`src/hw/pes_regs.svh`:
```
`ifndef PES_REGS_SVH
`define PES_REGS_SVH

// ==========================================================================
// register offsets inside the power-event block (system I/O space)
`define PES_OFS_EVENT_STATUS     8'h01
`define PES_OFS_RSVD_ENABLE_LOW  8'h02
`define PES_OFS_EVENT_ENABLE     8'h03
`define PES_OFS_MASTER_CONTROL   8'h04
`define PES_OFS_SLEEP_CONTROL    8'h05
`define PES_OFS_GEN_STATUS       8'h08
`define PES_OFS_GEN_ENABLE       8'h09
`define PES_OFS_WAKE_STATUS      8'h10
`define PES_OFS_WAKE_ENABLE      8'h11

// ==========================================================================
// field positions
`define PES_BIT_BUTTON           0
`define PES_BIT_ALARM            2
`define PES_BIT_OVERRIDE_FLAG    3
`define PES_BIT_SCI_MASTER       0
`define PES_BIT_OVERRIDE_EN      1
`define PES_BIT_SLEEP_TYPE_LO    2
`define PES_BIT_SLEEP_TYPE_HI    4
`define PES_BIT_SLEEP_TRIGGER    5
`define PES_BIT_PME              0

// ==========================================================================
// reset values and encodings
`define PES_RESET_BYTE           8'h00
`define PES_SLEEP_TYPE_OFF       3'h0

// ==========================================================================
// timing: system clock, rtc tick and button override hold time
`define PES_CLK_PERIOD_NS        50
`define PES_RTC_PERIOD_NS        31250
`define PES_TICK_CYCLES          (`PES_RTC_PERIOD_NS / `PES_CLK_PERIOD_NS)
`define PES_OVERRIDE_TIME_MS     4000
`define PES_OVERRIDE_CYCLES      ((64'd`PES_OVERRIDE_TIME_MS * 64'd1000000) / 64'd`PES_CLK_PERIOD_NS)

`endif

```
`src/hw/pes_pkg.sv`:
```
package pes_pkg;

    // ======================================================================
    // power sequencing states
    typedef enum logic [1:0] {
        PES_PWR_ON   = 2'b00,
        PES_PWR_ARM  = 2'b01,
        PES_PWR_WAIT = 2'b10,
        PES_PWR_OFF  = 2'b11
    } pes_pwr_t;

    // ======================================================================
    // host access to the register block, one request per cycle
    typedef struct packed {
        logic       rd;
        logic       wr;
        logic [7:0] addr;
        logic [7:0] wdata;
    } pes_io_req_t;

    // ======================================================================
    // state of the event block, apart from the rtc tick divider
    typedef struct packed {
        logic       btnEn;
        logic       alarmEn;
        logic       sciMaster;
        logic       ovrEn;
        logic [2:0] sleepType;
        logic       btnFlag;
        logic       alarmFlag;
        logic       ovrFlag;
        logic       pmeSumFlag;
        logic       pmeSciEn;
        logic       wakeFlag;
        logic       wakeOutEn;
        logic       sleepSmiFlag;
        logic       smi;
        pes_pwr_t   pwr;
        logic       btnPrev;
        logic [7:0] srcPrev;
        logic [26:0] ovrCount;
        logic       ovrDone;
        logic [7:0] rdata;
    } pes_state_t;

    // ======================================================================
    // rtc tick divider state
    typedef struct packed {
        logic [9:0] count;
        logic       tick;
    } pes_tick_t;

endpackage

```
`src/hw/pes_rtc_tick.sv`:
```
`timescale 1ns/1ps
`include "pes_regs.svh"

module pes_rtc_tick (
    input  wire logic mclk,
    input  wire logic reset_n,
    output logic      rtcTick
);

    localparam logic [9:0] TICK_LAST = 10'(`PES_TICK_CYCLES - 1);

    pes_pkg::pes_tick_t st;
    pes_pkg::pes_tick_t next_st;

    // ======================================================================
    // free-running divider, one pulse per rtc period
    always_comb begin
        next_st = st;
        next_st.tick = 1'b0;
        if (st.count == TICK_LAST) begin
            next_st.count = 10'h000;
            next_st.tick  = 1'b1;
        end else begin
            next_st.count = st.count + 10'h001;
        end
    end

    // ======================================================================
    // state register
    always_ff @(posedge mclk) begin
        if (!reset_n) begin
            st <= '0;
        end else begin
            st <= next_st;
        end
    end

    assign rtcTick = st.tick;

endmodule

```
`src/hw/pes_power_event.sv`:
```
`timescale 1ns/1ps
`include "pes_regs.svh"

module pes_power_event #(
    parameter longint unsigned OVERRIDE_CYCLES = `PES_OVERRIDE_CYCLES
) (
    input  wire logic                 mclk,
    input  wire logic                 reset_n,
    input  wire pes_pkg::pes_io_req_t ioReq,
    output logic [7:0]                ioRdata,
    input  wire logic                 buttonInput,
    input  wire logic                 rtcAlarm,
    input  wire logic [7:0]           pmeSource,
    input  wire logic                 sleepRedirectSelect,
    input  wire logic                 sleepSmiClear,
    output logic                      sci,
    output logic                      smi,
    output logic                      sleepSmiFlag,
    output logic                      powerOnNOut,
    output logic                      powerOnNOe,
    output logic                      pmeReqNOut,
    output logic                      pmeReqNOe
);

    localparam logic [26:0] OVR_LAST = 27'(OVERRIDE_CYCLES);

    pes_pkg::pes_state_t st;
    pes_pkg::pes_state_t next_st;
    logic                rtcTick;
    logic [7:0]          srcRise;
    logic                wakePending;
    logic                btnRise;
    logic                wrEvStatus;
    logic                wrEvEnable;
    logic                wrMaster;
    logic                wrSleep;
    logic                wrGenStatus;
    logic                wrGenEnable;
    logic                wrWakeStatus;
    logic                wrWakeEnable;
    logic                triggerWrite;

    // ======================================================================
    // rtc-rate tick for the sleep delay
    // free-running, so the first tick after a write may come at once
    pes_rtc_tick u_tick (
        .mclk    (mclk),
        .reset_n (reset_n),
        .rtcTick (rtcTick)
    );

    // ======================================================================
    // per-source rising edges; a held source level sets nothing
    genvar gi;
    generate
        for (gi = 0; gi < 8; gi++) begin : g_src
            assign srcRise[gi] = pmeSource[gi] & ~st.srcPrev[gi];
        end
    endgenerate

    // a source still high counts as a pending wake event,
    // which is what blocks the summary and wake flag clears
    assign wakePending = |pmeSource;
    assign btnRise     = buttonInput & ~st.btnPrev;

    // ======================================================================
    // address decode of write strobes
    // host strobes last one cycle, so each write acts exactly once
    assign wrEvStatus   = ioReq.wr && (ioReq.addr == `PES_OFS_EVENT_STATUS);
    assign wrEvEnable   = ioReq.wr && (ioReq.addr == `PES_OFS_EVENT_ENABLE);
    assign wrMaster     = ioReq.wr && (ioReq.addr == `PES_OFS_MASTER_CONTROL);
    assign wrSleep      = ioReq.wr && (ioReq.addr == `PES_OFS_SLEEP_CONTROL);
    assign wrGenStatus  = ioReq.wr && (ioReq.addr == `PES_OFS_GEN_STATUS);
    assign wrGenEnable  = ioReq.wr && (ioReq.addr == `PES_OFS_GEN_ENABLE);
    assign wrWakeStatus = ioReq.wr && (ioReq.addr == `PES_OFS_WAKE_STATUS);
    assign wrWakeEnable = ioReq.wr && (ioReq.addr == `PES_OFS_WAKE_ENABLE);
    assign triggerWrite = wrSleep && ioReq.wdata[`PES_BIT_SLEEP_TRIGGER];

    // ======================================================================
    // next-state logic of the block, apart from the rtc tick divider
    always_comb begin
        next_st = st;
        next_st.smi     = 1'b0;
        next_st.btnPrev = buttonInput;
        next_st.srcPrev = pmeSource;

        // enable and control registers; only defined bits are stored
        if (wrEvEnable) begin
            next_st.btnEn   = ioReq.wdata[`PES_BIT_BUTTON];
            next_st.alarmEn = ioReq.wdata[`PES_BIT_ALARM];
        end
        if (wrMaster) begin
            next_st.sciMaster = ioReq.wdata[`PES_BIT_SCI_MASTER];
        end
        if (wrSleep) begin
            next_st.ovrEn     = ioReq.wdata[`PES_BIT_OVERRIDE_EN];
            next_st.sleepType = ioReq.wdata[`PES_BIT_SLEEP_TYPE_HI:`PES_BIT_SLEEP_TYPE_LO];
        end
        if (wrGenEnable) begin
            next_st.pmeSciEn = ioReq.wdata[`PES_BIT_PME];
        end
        if (wrWakeEnable) begin
            next_st.wakeOutEn = ioReq.wdata[`PES_BIT_PME];
        end

        // write-one clears first, so a same-cycle hardware set wins below;
        // an event landing with a clear must never be lost to the host
        if (wrEvStatus && ioReq.wdata[`PES_BIT_BUTTON]) begin
            next_st.btnFlag = 1'b0;
        end
        if (wrEvStatus && ioReq.wdata[`PES_BIT_ALARM]) begin
            next_st.alarmFlag = 1'b0;
        end
        if (wrEvStatus && ioReq.wdata[`PES_BIT_OVERRIDE_FLAG]) begin
            next_st.ovrFlag = 1'b0;
        end
        if (wrGenStatus && ioReq.wdata[`PES_BIT_PME] && !wakePending) begin
            next_st.pmeSumFlag = 1'b0;
        end
        if (wrWakeStatus && ioReq.wdata[`PES_BIT_PME] && !wakePending) begin
            next_st.wakeFlag = 1'b0;
        end
        if (sleepSmiClear) begin
            next_st.sleepSmiFlag = 1'b0;
        end

        // hardware sets
        if (btnRise) begin
            next_st.btnFlag = 1'b1;
        end
        if (rtcAlarm) begin
            next_st.alarmFlag = 1'b1;
        end
        if (|srcRise) begin
            next_st.pmeSumFlag = 1'b1;
            next_st.wakeFlag   = 1'b1;
        end
        if (triggerWrite) begin
            next_st.sleepSmiFlag = 1'b1;
        end

        // button hold timer; restarts on every release. the override fires
        // once per hold, so a button kept down after power-off does not
        // re-arm it; the 27-bit count bounds the longest hold time
        if (!buttonInput) begin
            next_st.ovrCount = 27'h0000000;
            next_st.ovrDone  = 1'b0;
        end else if (!st.ovrDone) begin
            if (st.ovrCount == OVR_LAST) begin
                // held longer than the override time
                next_st.ovrDone = 1'b1;
                if (st.ovrEn && st.pwr != pes_pkg::PES_PWR_OFF) begin
                    next_st.btnFlag = 1'b0;
                    next_st.ovrFlag = 1'b1;
                    next_st.pwr     = pes_pkg::PES_PWR_OFF;
                end
            end else begin
                next_st.ovrCount = st.ovrCount + 27'h0000001;
            end
        end

        // a redirected trigger answers with a management interrupt in any
        // power state, so software never waits on a sleep that cannot come
        if (triggerWrite && sleepRedirectSelect) begin
            next_st.smi = 1'b1;
        end

        // sleep sequencing; waits for the second rtc tick after the write.
        // two ticks instead of a fixed count keep the release inside the
        // one-to-two period window wherever the divider stands
        case (st.pwr)
            pes_pkg::PES_PWR_ON: begin
                // only the off type acts; other sleep types are ignored
                if (triggerWrite && !sleepRedirectSelect &&
                    ioReq.wdata[`PES_BIT_SLEEP_TYPE_HI:`PES_BIT_SLEEP_TYPE_LO]
                    == `PES_SLEEP_TYPE_OFF) begin
                    next_st.pwr = pes_pkg::PES_PWR_ARM;
                end
            end
            pes_pkg::PES_PWR_ARM: begin
                if (rtcTick) begin
                    next_st.pwr = pes_pkg::PES_PWR_WAIT;
                end
            end
            pes_pkg::PES_PWR_WAIT: begin
                if (rtcTick) begin
                    next_st.pwr = pes_pkg::PES_PWR_OFF;
                end
            end
            pes_pkg::PES_PWR_OFF: begin
                // a fresh button press always wakes the machine
                if (btnRise) begin
                    next_st.pwr = pes_pkg::PES_PWR_ON;
                end
            end
            default: begin
                next_st.pwr = pes_pkg::PES_PWR_ON;
            end
        endcase

        // read data, registered; unmapped offsets read zero. the byte
        // holds between reads, so a late sampling host still sees it
        if (ioReq.rd) begin
            case (ioReq.addr)
                `PES_OFS_EVENT_STATUS: begin
                    next_st.rdata = `PES_RESET_BYTE;
                    next_st.rdata[`PES_BIT_BUTTON]        = st.btnFlag;
                    next_st.rdata[`PES_BIT_ALARM]         = st.alarmFlag;
                    next_st.rdata[`PES_BIT_OVERRIDE_FLAG] = st.ovrFlag;
                end
                `PES_OFS_EVENT_ENABLE: begin
                    next_st.rdata = `PES_RESET_BYTE;
                    next_st.rdata[`PES_BIT_BUTTON] = st.btnEn;
                    next_st.rdata[`PES_BIT_ALARM]  = st.alarmEn;
                end
                `PES_OFS_MASTER_CONTROL: begin
                    next_st.rdata = `PES_RESET_BYTE;
                    next_st.rdata[`PES_BIT_SCI_MASTER] = st.sciMaster;
                end
                `PES_OFS_SLEEP_CONTROL: begin
                    // trigger bit is not stored, so it reads zero
                    next_st.rdata = `PES_RESET_BYTE;
                    next_st.rdata[`PES_BIT_OVERRIDE_EN] = st.ovrEn;
                    next_st.rdata[`PES_BIT_SLEEP_TYPE_HI:`PES_BIT_SLEEP_TYPE_LO] =
                        st.sleepType;
                end
                `PES_OFS_GEN_STATUS: begin
                    next_st.rdata = `PES_RESET_BYTE;
                    next_st.rdata[`PES_BIT_PME] = st.pmeSumFlag;
                end
                `PES_OFS_GEN_ENABLE: begin
                    next_st.rdata = `PES_RESET_BYTE;
                    next_st.rdata[`PES_BIT_PME] = st.pmeSciEn;
                end
                `PES_OFS_WAKE_STATUS: begin
                    next_st.rdata = `PES_RESET_BYTE;
                    next_st.rdata[`PES_BIT_PME] = st.wakeFlag;
                end
                `PES_OFS_WAKE_ENABLE: begin
                    next_st.rdata = `PES_RESET_BYTE;
                    next_st.rdata[`PES_BIT_PME] = st.wakeOutEn;
                end
                default: begin
                    next_st.rdata = `PES_RESET_BYTE;
                end
            endcase
        end
    end

    // ======================================================================
    // state register; reset clears every flag and enable
    // all-zero state also means powered on, with the power pin driven
    always_ff @(posedge mclk) begin
        if (!reset_n) begin
            st <= '0;
        end else begin
            st <= next_st;
        end
    end

    // ======================================================================
    // interrupt and pin outputs
    assign sci = st.sciMaster &
                 ((st.btnFlag & st.btnEn) |
                  (st.alarmFlag & st.alarmEn) |
                  (st.pmeSumFlag & st.pmeSciEn));
    assign smi          = st.smi;
    assign sleepSmiFlag = st.sleepSmiFlag;
    assign ioRdata      = st.rdata;

    // open-drain pins pull low while enabled, float otherwise; the data
    // side is tied low, so only the enables move. the power pin is not
    // sensed back, so a board holding it low goes unnoticed
    assign powerOnNOut = 1'b0;
    assign powerOnNOe  = (st.pwr != pes_pkg::PES_PWR_OFF);
    assign pmeReqNOut  = 1'b0;
    assign pmeReqNOe   = st.wakeFlag & st.wakeOutEn;

endmodule

```
`config.mk`:
```
export PLATFORM = sky130hd
export DESIGN_NAME = pes_power_event
export DESIGN_NICKNAME = d
export VERILOG_FILES = /design/src/hw/pes_pkg.sv /design/src/hw/pes_rtc_tick.sv /design/src/hw/pes_power_event.sv
export VERILOG_INCLUDE_DIRS = /design/src /design/src/hw
export SDC_FILE = /design/constraint.sdc
export NUM_CORES = 1
export LEC_CHECK = 0
export ABC_AREA = 1
export BUFFER_PORTS_ARGS = -buffer_cell sky130_fd_sc_hd__buf_2
export CAP_MARGIN = 20
export CORE_ASPECT_RATIO = 1.25
export CORE_MARGIN = 5
export CORE_UTILIZATION = 40
export DETAILED_ROUTE_END_ITERATION = 16
export HOLD_SLACK_MARGIN = 0.15
export SLEW_MARGIN = 20
export SYNTH_ARGS = -nofsm -noshare
export SYNTH_HDL_FRONTEND = slang
export SYNTH_HIERARCHICAL = 1
export SYNTH_SLANG_ARGS = --single-unit
```
`constraint.sdc`:
```
create_clock -name mclk -period 1.5 [get_ports mclk]
set_input_delay 0.075 -clock mclk [delete_from_list [all_inputs] [get_ports mclk]]
set_output_delay 0.075 -clock mclk [all_outputs]
set_load 0.02 [all_outputs]
```
==> flow_summary_export.csv, run 1 <==
group,metric,value,unit
final_layout,fill_cells,901,
floorplan,std_cell_rows,40,
route,ant_nets,0,
worst_hold_path,min_path_type,"in -> reg",
outcome,violations,"setup timing",
worst_setup_path,max_stage_delay,330,ps
sta,setup_ws,-31.4,ps
synth,synth_edf_count,0,
synth,avgSynthCellArea,6.37,sq um
power_and_ir_drop,cellInternalPower,3.77,mW
synth,yosysTopAreaCellShare,35.8,%
sta,max_freq,653,MHz
synth,async_flop_share,0,%
place,hpwl,7830,um
worst_setup_path,path_class,"reg -> reg",
worst_setup_path,path_cells,"inv_2, ha_4, nand2_2, nor3_2, nand3_1, nor2_4, buf_12, nor2_4, o21ai_1, nor2_1",
route,drc,0,
place,portBuffers,39,
grt,grt_pass1_wl,18300,um
power_and_ir_drop,power_frac_comb,6.3,%
worst_setup_path,cp_slowest_cell,"dfxtp_2",
grt,grt_use_total,19.1,%
power_and_ir_drop,ir_drop,0.000514,V
power_and_ir_drop,pwr-share-seq,40.9,%
synth,synth_cell_types,33,
final_layout,nets,786,
worst_setup_path,path_depth,10,
route,dr.pass1.iters,4,
worst_setup_path,r2r_cells,10,
worst_setup_path,crit_fanout,7,
clock_tree,cts_tree,"done",
sta,fin_skew,4.77,ps
clock_tree,clk_latency,340,ps
worst_hold_path,whs_path_depth,4,
sta,hold_violations,0,
floorplan,start_util,41.1,%
clock_tree,cts_sinks,71,
grt,grt_pass1_vias,4079,
flow_run,max-cap-violations,0,
final_layout,final_core_util,58.7,%
synth,ys.flop_type,"dfxtp_1",
worst_setup_path,cp.arrival,1760,ps
route,wl,11200,um
floorplan,num_io_pins,47,
final_layout,drive_above_1_share,29.3,%
clock_tree,path_clk_slew,60,ps
grt,grt_remaining_overflow,0,
grt,grt_max_degree,18,
synth,syn_inst,624,
sta,rsz0062_at_grt,"true",
clock_tree,root_buffer,"clkbuf_16",
clock_tree,h-tree-depth,3,
route,num_vias,4218,
sta,setup_violations,11,
synth,ys_seq_area_share,35.8,%
final_layout,area_delta_synth_final,42.6,%
outcome,status,"finished, violations left",
worst_setup_path,critPathRequiredTime,1730,ps
synth,yosysTopAreaCell,"dfxtp_1",
floorplan,die_h,121,um
final_layout,register_area,1430,sq um
power_and_ir_drop,cellLeakagePower,2.47,nW
worst_setup_path,crit_family,"simple AND/OR/NAND/NOR gates",
clock_tree,cts-buffers-inserted,9,
sta,timing.hold.ws,182,ps
synth,yosysMostFrequentCell,"nand2_1",
power_and_ir_drop,p_per_area,838,nW/um^2
worst_setup_path,end_kind,"flop",
synth,syn-cell-area,3970,sq um
place,gp_congestion,0.917,
power_and_ir_drop,p_clk_share,52.8,%
clock_tree,clockBufferDepth,2,
route,wire_per_inst,12.7,um
power_and_ir_drop,switching_share,20.5,%
route,drt_iter0_drc,146,
floorplan,die_x,99.1,um
place,dp_slack,-106,ps
sta,min_period,1530,ps
synth,ys_ff_latch,71,
synth,synth.area.top_cells,"dfxtp_1 (36%), nand2_1 (19%), nor2_1 (9.4%), inv_1 (6.7%), a21oi_1 (5.4%)",
worst_setup_path,crit_buf_inv,2,
final_layout,insertedDiodeCount,0,
sta,fin_crit_sh,102,%
final_layout,multi_input_area,2430,sq um
synth,yosys-top-cells-count,"nand2_1 (200), nor2_1 (100), dfxtp_1 (71), inv_1 (71), a21oi_1 (43)",
power_and_ir_drop,power_switching,0.976,mW
route,routed_via_density,4.79,
worst_setup_path,start_kind,"flop",
floorplan,die-area,12000,sq um
floorplan,coreArea,9660,sq um
sta,drv_slew,0,
synth,ys_warn_count,6,
grt,antenna_found_initial,0,
worst_setup_path,cp_common_cell,"nor2_4",
[state kept, by name (all words and copies together) (netlist names)]
name            flops
st                 53
sleepSmiFlag        1
ioRdata             5
u_tick/rtcTick      1
u_tick/st          10
smi                 1
[layout by cell type, fill, tap and decap left out, types with 2 or more instances in the layout]
cell type      count
nor2_1            75
clkbuf_16          9
dlygate4sd3_1     27
nand4_1            5
bufinv_16          3
nor2_2            27
inv_1             67
nand2_1          181
o22ai_1            4
conb_1             5
xnor2_1            6
nand3_2            6
nor2_4             9
dfxtp_2            7
nand3_1           27
buf_12             3
o21ai_0           15
buf_6              5
nand3b_1           6
or2_2              2
dfxtp_1           64
o21ai_1            3
a21oi_2           16
clkbuf_8           2
nand2_2           19
nand2_4            2
ha_1               2
a21oi_1           29
buf_4             54
inv_2              6
xor2_1            12
buf_2             39
nor3b_1            2
[through the flow]
step | instances | cell area [sq um] | setup TNS [ps] | total power, mW
after floorplan | 628 | 3990 | 0 | 2.11
after global placement | 820 | 4580 | -174 | 2.20
after detailed placement | 820 | 4580 | -1670 | 2.21
after CTS | 876 | 5450 | -1400 | 4.78
after global routing | 881 | 5670 | -1930 | 4.92
final | 881 | 5670 | -208 | 4.75
[logic make-up after synthesis]
logic type	after synthesis	synth area share, %
flops	71	35.8
simple gates	367	39.2
buf+inv	94	10.6
compound gates	69	9.07
other cells	1	0.0944
xor+xnor	18	3.97
fa+ha+maj	4	1.26
[path summary, 6_finish.rpt]
| path | startpoint | endpoint | slack (ps) |
|---|---|---|---|
| worst min-delay path | ioReq[16] | st[52] | 180 |
| worst max-delay path | st[10] | st[10] | -30 |
| worst max register to register | st[10] | st[10] | -30 |
| worst min register to register | st[57] | st[57] | 450 |
[metal layers]
metal / share of wire, % / vias up / GRT usage (%) / routed length, um
met5: 0 / - / 0 / 0
met4: 3.0 / 0 / 8.37 / 334
met3: 3.5 / 26 / 2.88 / 390
met2: 54 / 73 / 37.3 / 6120
met1: 39 / 1933 / 19.7 / 4390
li1: - / 2186 / - / -
[final cells by class]
class	count	share of cell area, %
Clock buffer	11	4.46
Inverter	73	4.84
Multi-Input combinational cell	466	42.9
Timing Repair Buffer	129	17.9
Clock inverter	5	1.83
Sequential cell	71	25.2
Tap cell	126	2.78
[power by group through the flow]
| stage | Combinational, mW | Clock (mW) | Sequential (mW) |
|---|---|---|---|
| after detailed placement | 0.225 | 0 | 1.98 |
| final | 0.301 | 2.51 | 1.94 |
| after global routing | 0.338 | 2.64 | 1.94 |
| after global placement | 0.219 | 0 | 1.98 |
| after CTS | 0.290 | 2.55 | 1.94 |
| after floorplan | 0.138 | 0 | 1.98 |
[worst reg2reg max path: cells and delay by family (launching register included)]
family,cells,cell delay [ps]
simple gates,6,610
fa+ha+maj,1,120
buf+inv,2,220
flops,1,330
compound gates,1,140
[what timing repair did]
| action | 4_1_cts | 5_1_grt |
|---|---|---|
| cloned | 5 | 0 |
| gates resized for setup | 32 | 67 |
| endpoints found under the setup margin | 29 | 32 |
| endpoints found under the hold margin | 28 | 0 |
| pin swaps | 30 | 40 |
| buffers inserted | 8 | 8 |
| hold buffers | 27 | 0 |
(Power assumes the default switching activity.)
==> inputs of run 2 (changes only) <==
--- a/config.mk
+++ b/config.mk
@@ -9,7 +9,6 @@
 export ABC_AREA = 1
 export BUFFER_PORTS_ARGS = -buffer_cell sky130_fd_sc_hd__buf_2
 export CAP_MARGIN = 20
-export CORE_ASPECT_RATIO = 1.25
 export CORE_MARGIN = 5
 export CORE_UTILIZATION = 40
 export DETAILED_ROUTE_END_ITERATION = 16
==> run 2 against run 1 <==
Compared with the run above:
- the flow still finishes with violations (setup timing)
- critical path depth unchanged
- sequential cell count unchanged
- global-route usage down 0.48 points
- clock skew up 11 ps
- worst hold slack worse by 6.4 ps
- via count down 3.5%
- clock-buffer cell count down 1
- highest routed layer unchanged
==> flow_summary_export.csv, run 2 (synthesized netlist as in run 1, its figures left out) <==
group,metric,value,unit
worst_setup_path,start_kind,"flop",
clock_tree,clockBufferDepth,2,
final_layout,largest_register_ffs,53,
power_and_ir_drop,power_switching,0.974,mW
outcome,status,"finished, violations left",
place,portBuffers,39,
grt,grt_pass1_wl,17700,um
worst_setup_path,reg2reg_to,"st[11]",
worst_setup_path,critPathRequiredTime,1770,ps
final_layout,finalNonFillerCells,868,
final_layout,layout_commonest_cell,"nand2_1",
clock_tree,path_clk_slew,80,ps
place,dp.cells,813,
worst_setup_path,regToRegStartpoint,"st[10]",
floorplan,coreArea,9730,sq um
sta,finalSetupTns,-244,ps
grt,grt_max_degree,26,
sta,hold_violations,0,
sta,min_period,1540,ps
power_and_ir_drop,power.total,3.80,mW
power_and_ir_drop,p_clk_share,41.5,%
place,gp_congestion,0.926,
place,hpwl,7400,um
worst_hold_path,min_from,"ioReq[13]",
grt,grt_pass1_vias,3932,
final_layout,area_delta_synth_final,34.0,%
power_and_ir_drop,power_frac_comb,7.6,%
worst_setup_path,end_kind,"flop",
final_layout,insertedDiodeCount,0,
worst_setup_path,cp.arrival,1810,ps
floorplan,start_util,40.8,%
sta,rsz0062_at_grt,"true",
route,wire_per_inst,12.6,um
clock_tree,cts_tree,"done",
route,drt_iter0_drc,192,
place,post_dp_cell_area,4480,sq um
route,wl,10900,um
power_and_ir_drop,switching_share,25.6,%
clock_tree,root_buffer,"clkbuf_8",
worst_hold_path,holdPathEnd,"st[49]",
final_layout,nets,766,
route,num_vias,4070,
power_and_ir_drop,pwr-share-seq,50.9,%
worst_hold_path,min_path_type,"in -> reg",
power_and_ir_drop,cellLeakagePower,2.28,nW
worst_setup_path,r2r_cells,10,
floorplan,num_io_pins,47,
route,routed_via_density,4.69,
final_layout,drive_above_1_share,25.9,%
sta,drv_slew,0,
worst_setup_path,r2r_slack,-40,ps
power_and_ir_drop,cellInternalPower,2.82,mW
final_layout,stdcell_area,5320,sq um
power_and_ir_drop,p_per_area,714,nW/um^2
floorplan,die-area,12000,sq um
floorplan,std_cell_rows,36,
sta,setup_violations,15,
route,drc,0,
clock_tree,h-tree-depth,3,
outcome,violations,"setup timing",
grt,grt_use_total,18.6,%
grt,antenna_found_initial,0,
sta,max_freq,648,MHz
final_layout,final_cell_mix,"nand2_1 (176), nor2_1 (90), inv_1 (67)",
worst_setup_path,path_class,"reg -> reg",
clock_tree,cts_sinks,71,
flow_run,max-cap-violations,0,
final_layout,fill_cells,971,
worst_hold_path,whs_path_depth,6,
final_layout,regMostFlops,"st",
route,ant_nets,0,
sta,fin_crit_sh,103,%
sta,setup_ws,-42.6,ps
clock_tree,cts-buffers-inserted,9,
floorplan,die_x,110,um
route,dr.pass1.iters,4,
grt,grt_remaining_overflow,0,
floorplan,die_h,110,um
power_and_ir_drop,ir_drop,0.000348,V
sta,fin_skew,15.9,ps
clock_tree,clk_latency,350,ps
worst_setup_path,crit_fanout,7,
## run 2: layer usage
metal | vias to the layer above | share of wire (%) | track usage, %
li1 | 2146 | - | -
met1 | 1826 | 45 | 22.3
met2 | 81 | 49 | 33.7
met3 | 17 | 3.4 | 2.47
met4 | 0 | 2.0 | 6.68
met5 | - | 0 | 0
## run 2: area by class of cell
class                   instances  area [sq um]  share of cell area, %
clock buffers                  10           128                   2.40
clock inverters                 6          67.6                   1.27
inverters                      73           274                   5.15
multi-input cells             466          2400                   45.0
flip-flops and latches         71          1440                   27.0
well taps                     133           166                   3.13
repair buffers                109           856                   16.1
## run 2: critical path, stage by stage (launching register included)
cell and delay [ps]:
dfxtp_2 340, inv_2 60, ha_4 130, nand2_4 50
nor3_4 150, and2_4 190, nand3_4 100, nand2_8 110
clkbuf_16 160, nand2_2 40, a21oi_1 120
## run 2: repair_timing
action                     4_1_cts  5_1_grt
setup endpoints to repair       28       32
hold buffers                    27        0
gates cloned                     3        2
pin swaps                       32       18
hold endpoints to repair        33        0
buffers inserted                 4        3
gates resized for setup         20       65
## run 2: worst max-delay path by stage
stage / start / end / depth (start not counted)
6_report: st[10] / st[11] / 10
5_1_grt: st[9] / st[13] / 10
4_1_cts: st[10] / st[46] / 10
3_5_place_dp: st[9] / st[15] / 9
3_3_place_gp: st[9] / st[16] / 9
2_1_floorplan: st[9] / st[32] / 10
## run 2: per-stage QoR
step | hold slack (ps) | util (%) | setup WS (ps)
6_report | 176 | 54.7 | -42.6
5_1_grt | 218 | 54.7 | -108
4_1_cts | 165 | 51.9 | -21.0
3_5_place_dp | 277 | 46.1 | -124
3_3_place_gp | 267 | 46.1 | -49.2
2_1_floorplan | 168 | - | 16.2
## run 2: power by group through the flow
stage / clock network [mW] / logic [mW] / registers (mW)
5_1_grt: 1.70 / 0.325 / 1.94
6_report: 1.58 / 0.287 / 1.94
3_3_place_gp: 0 / 0.214 / 1.98
4_1_cts: 1.63 / 0.278 / 1.94
3_5_place_dp: 0 / 0.219 / 1.98
2_1_floorplan: 0 / 0.138 / 1.98
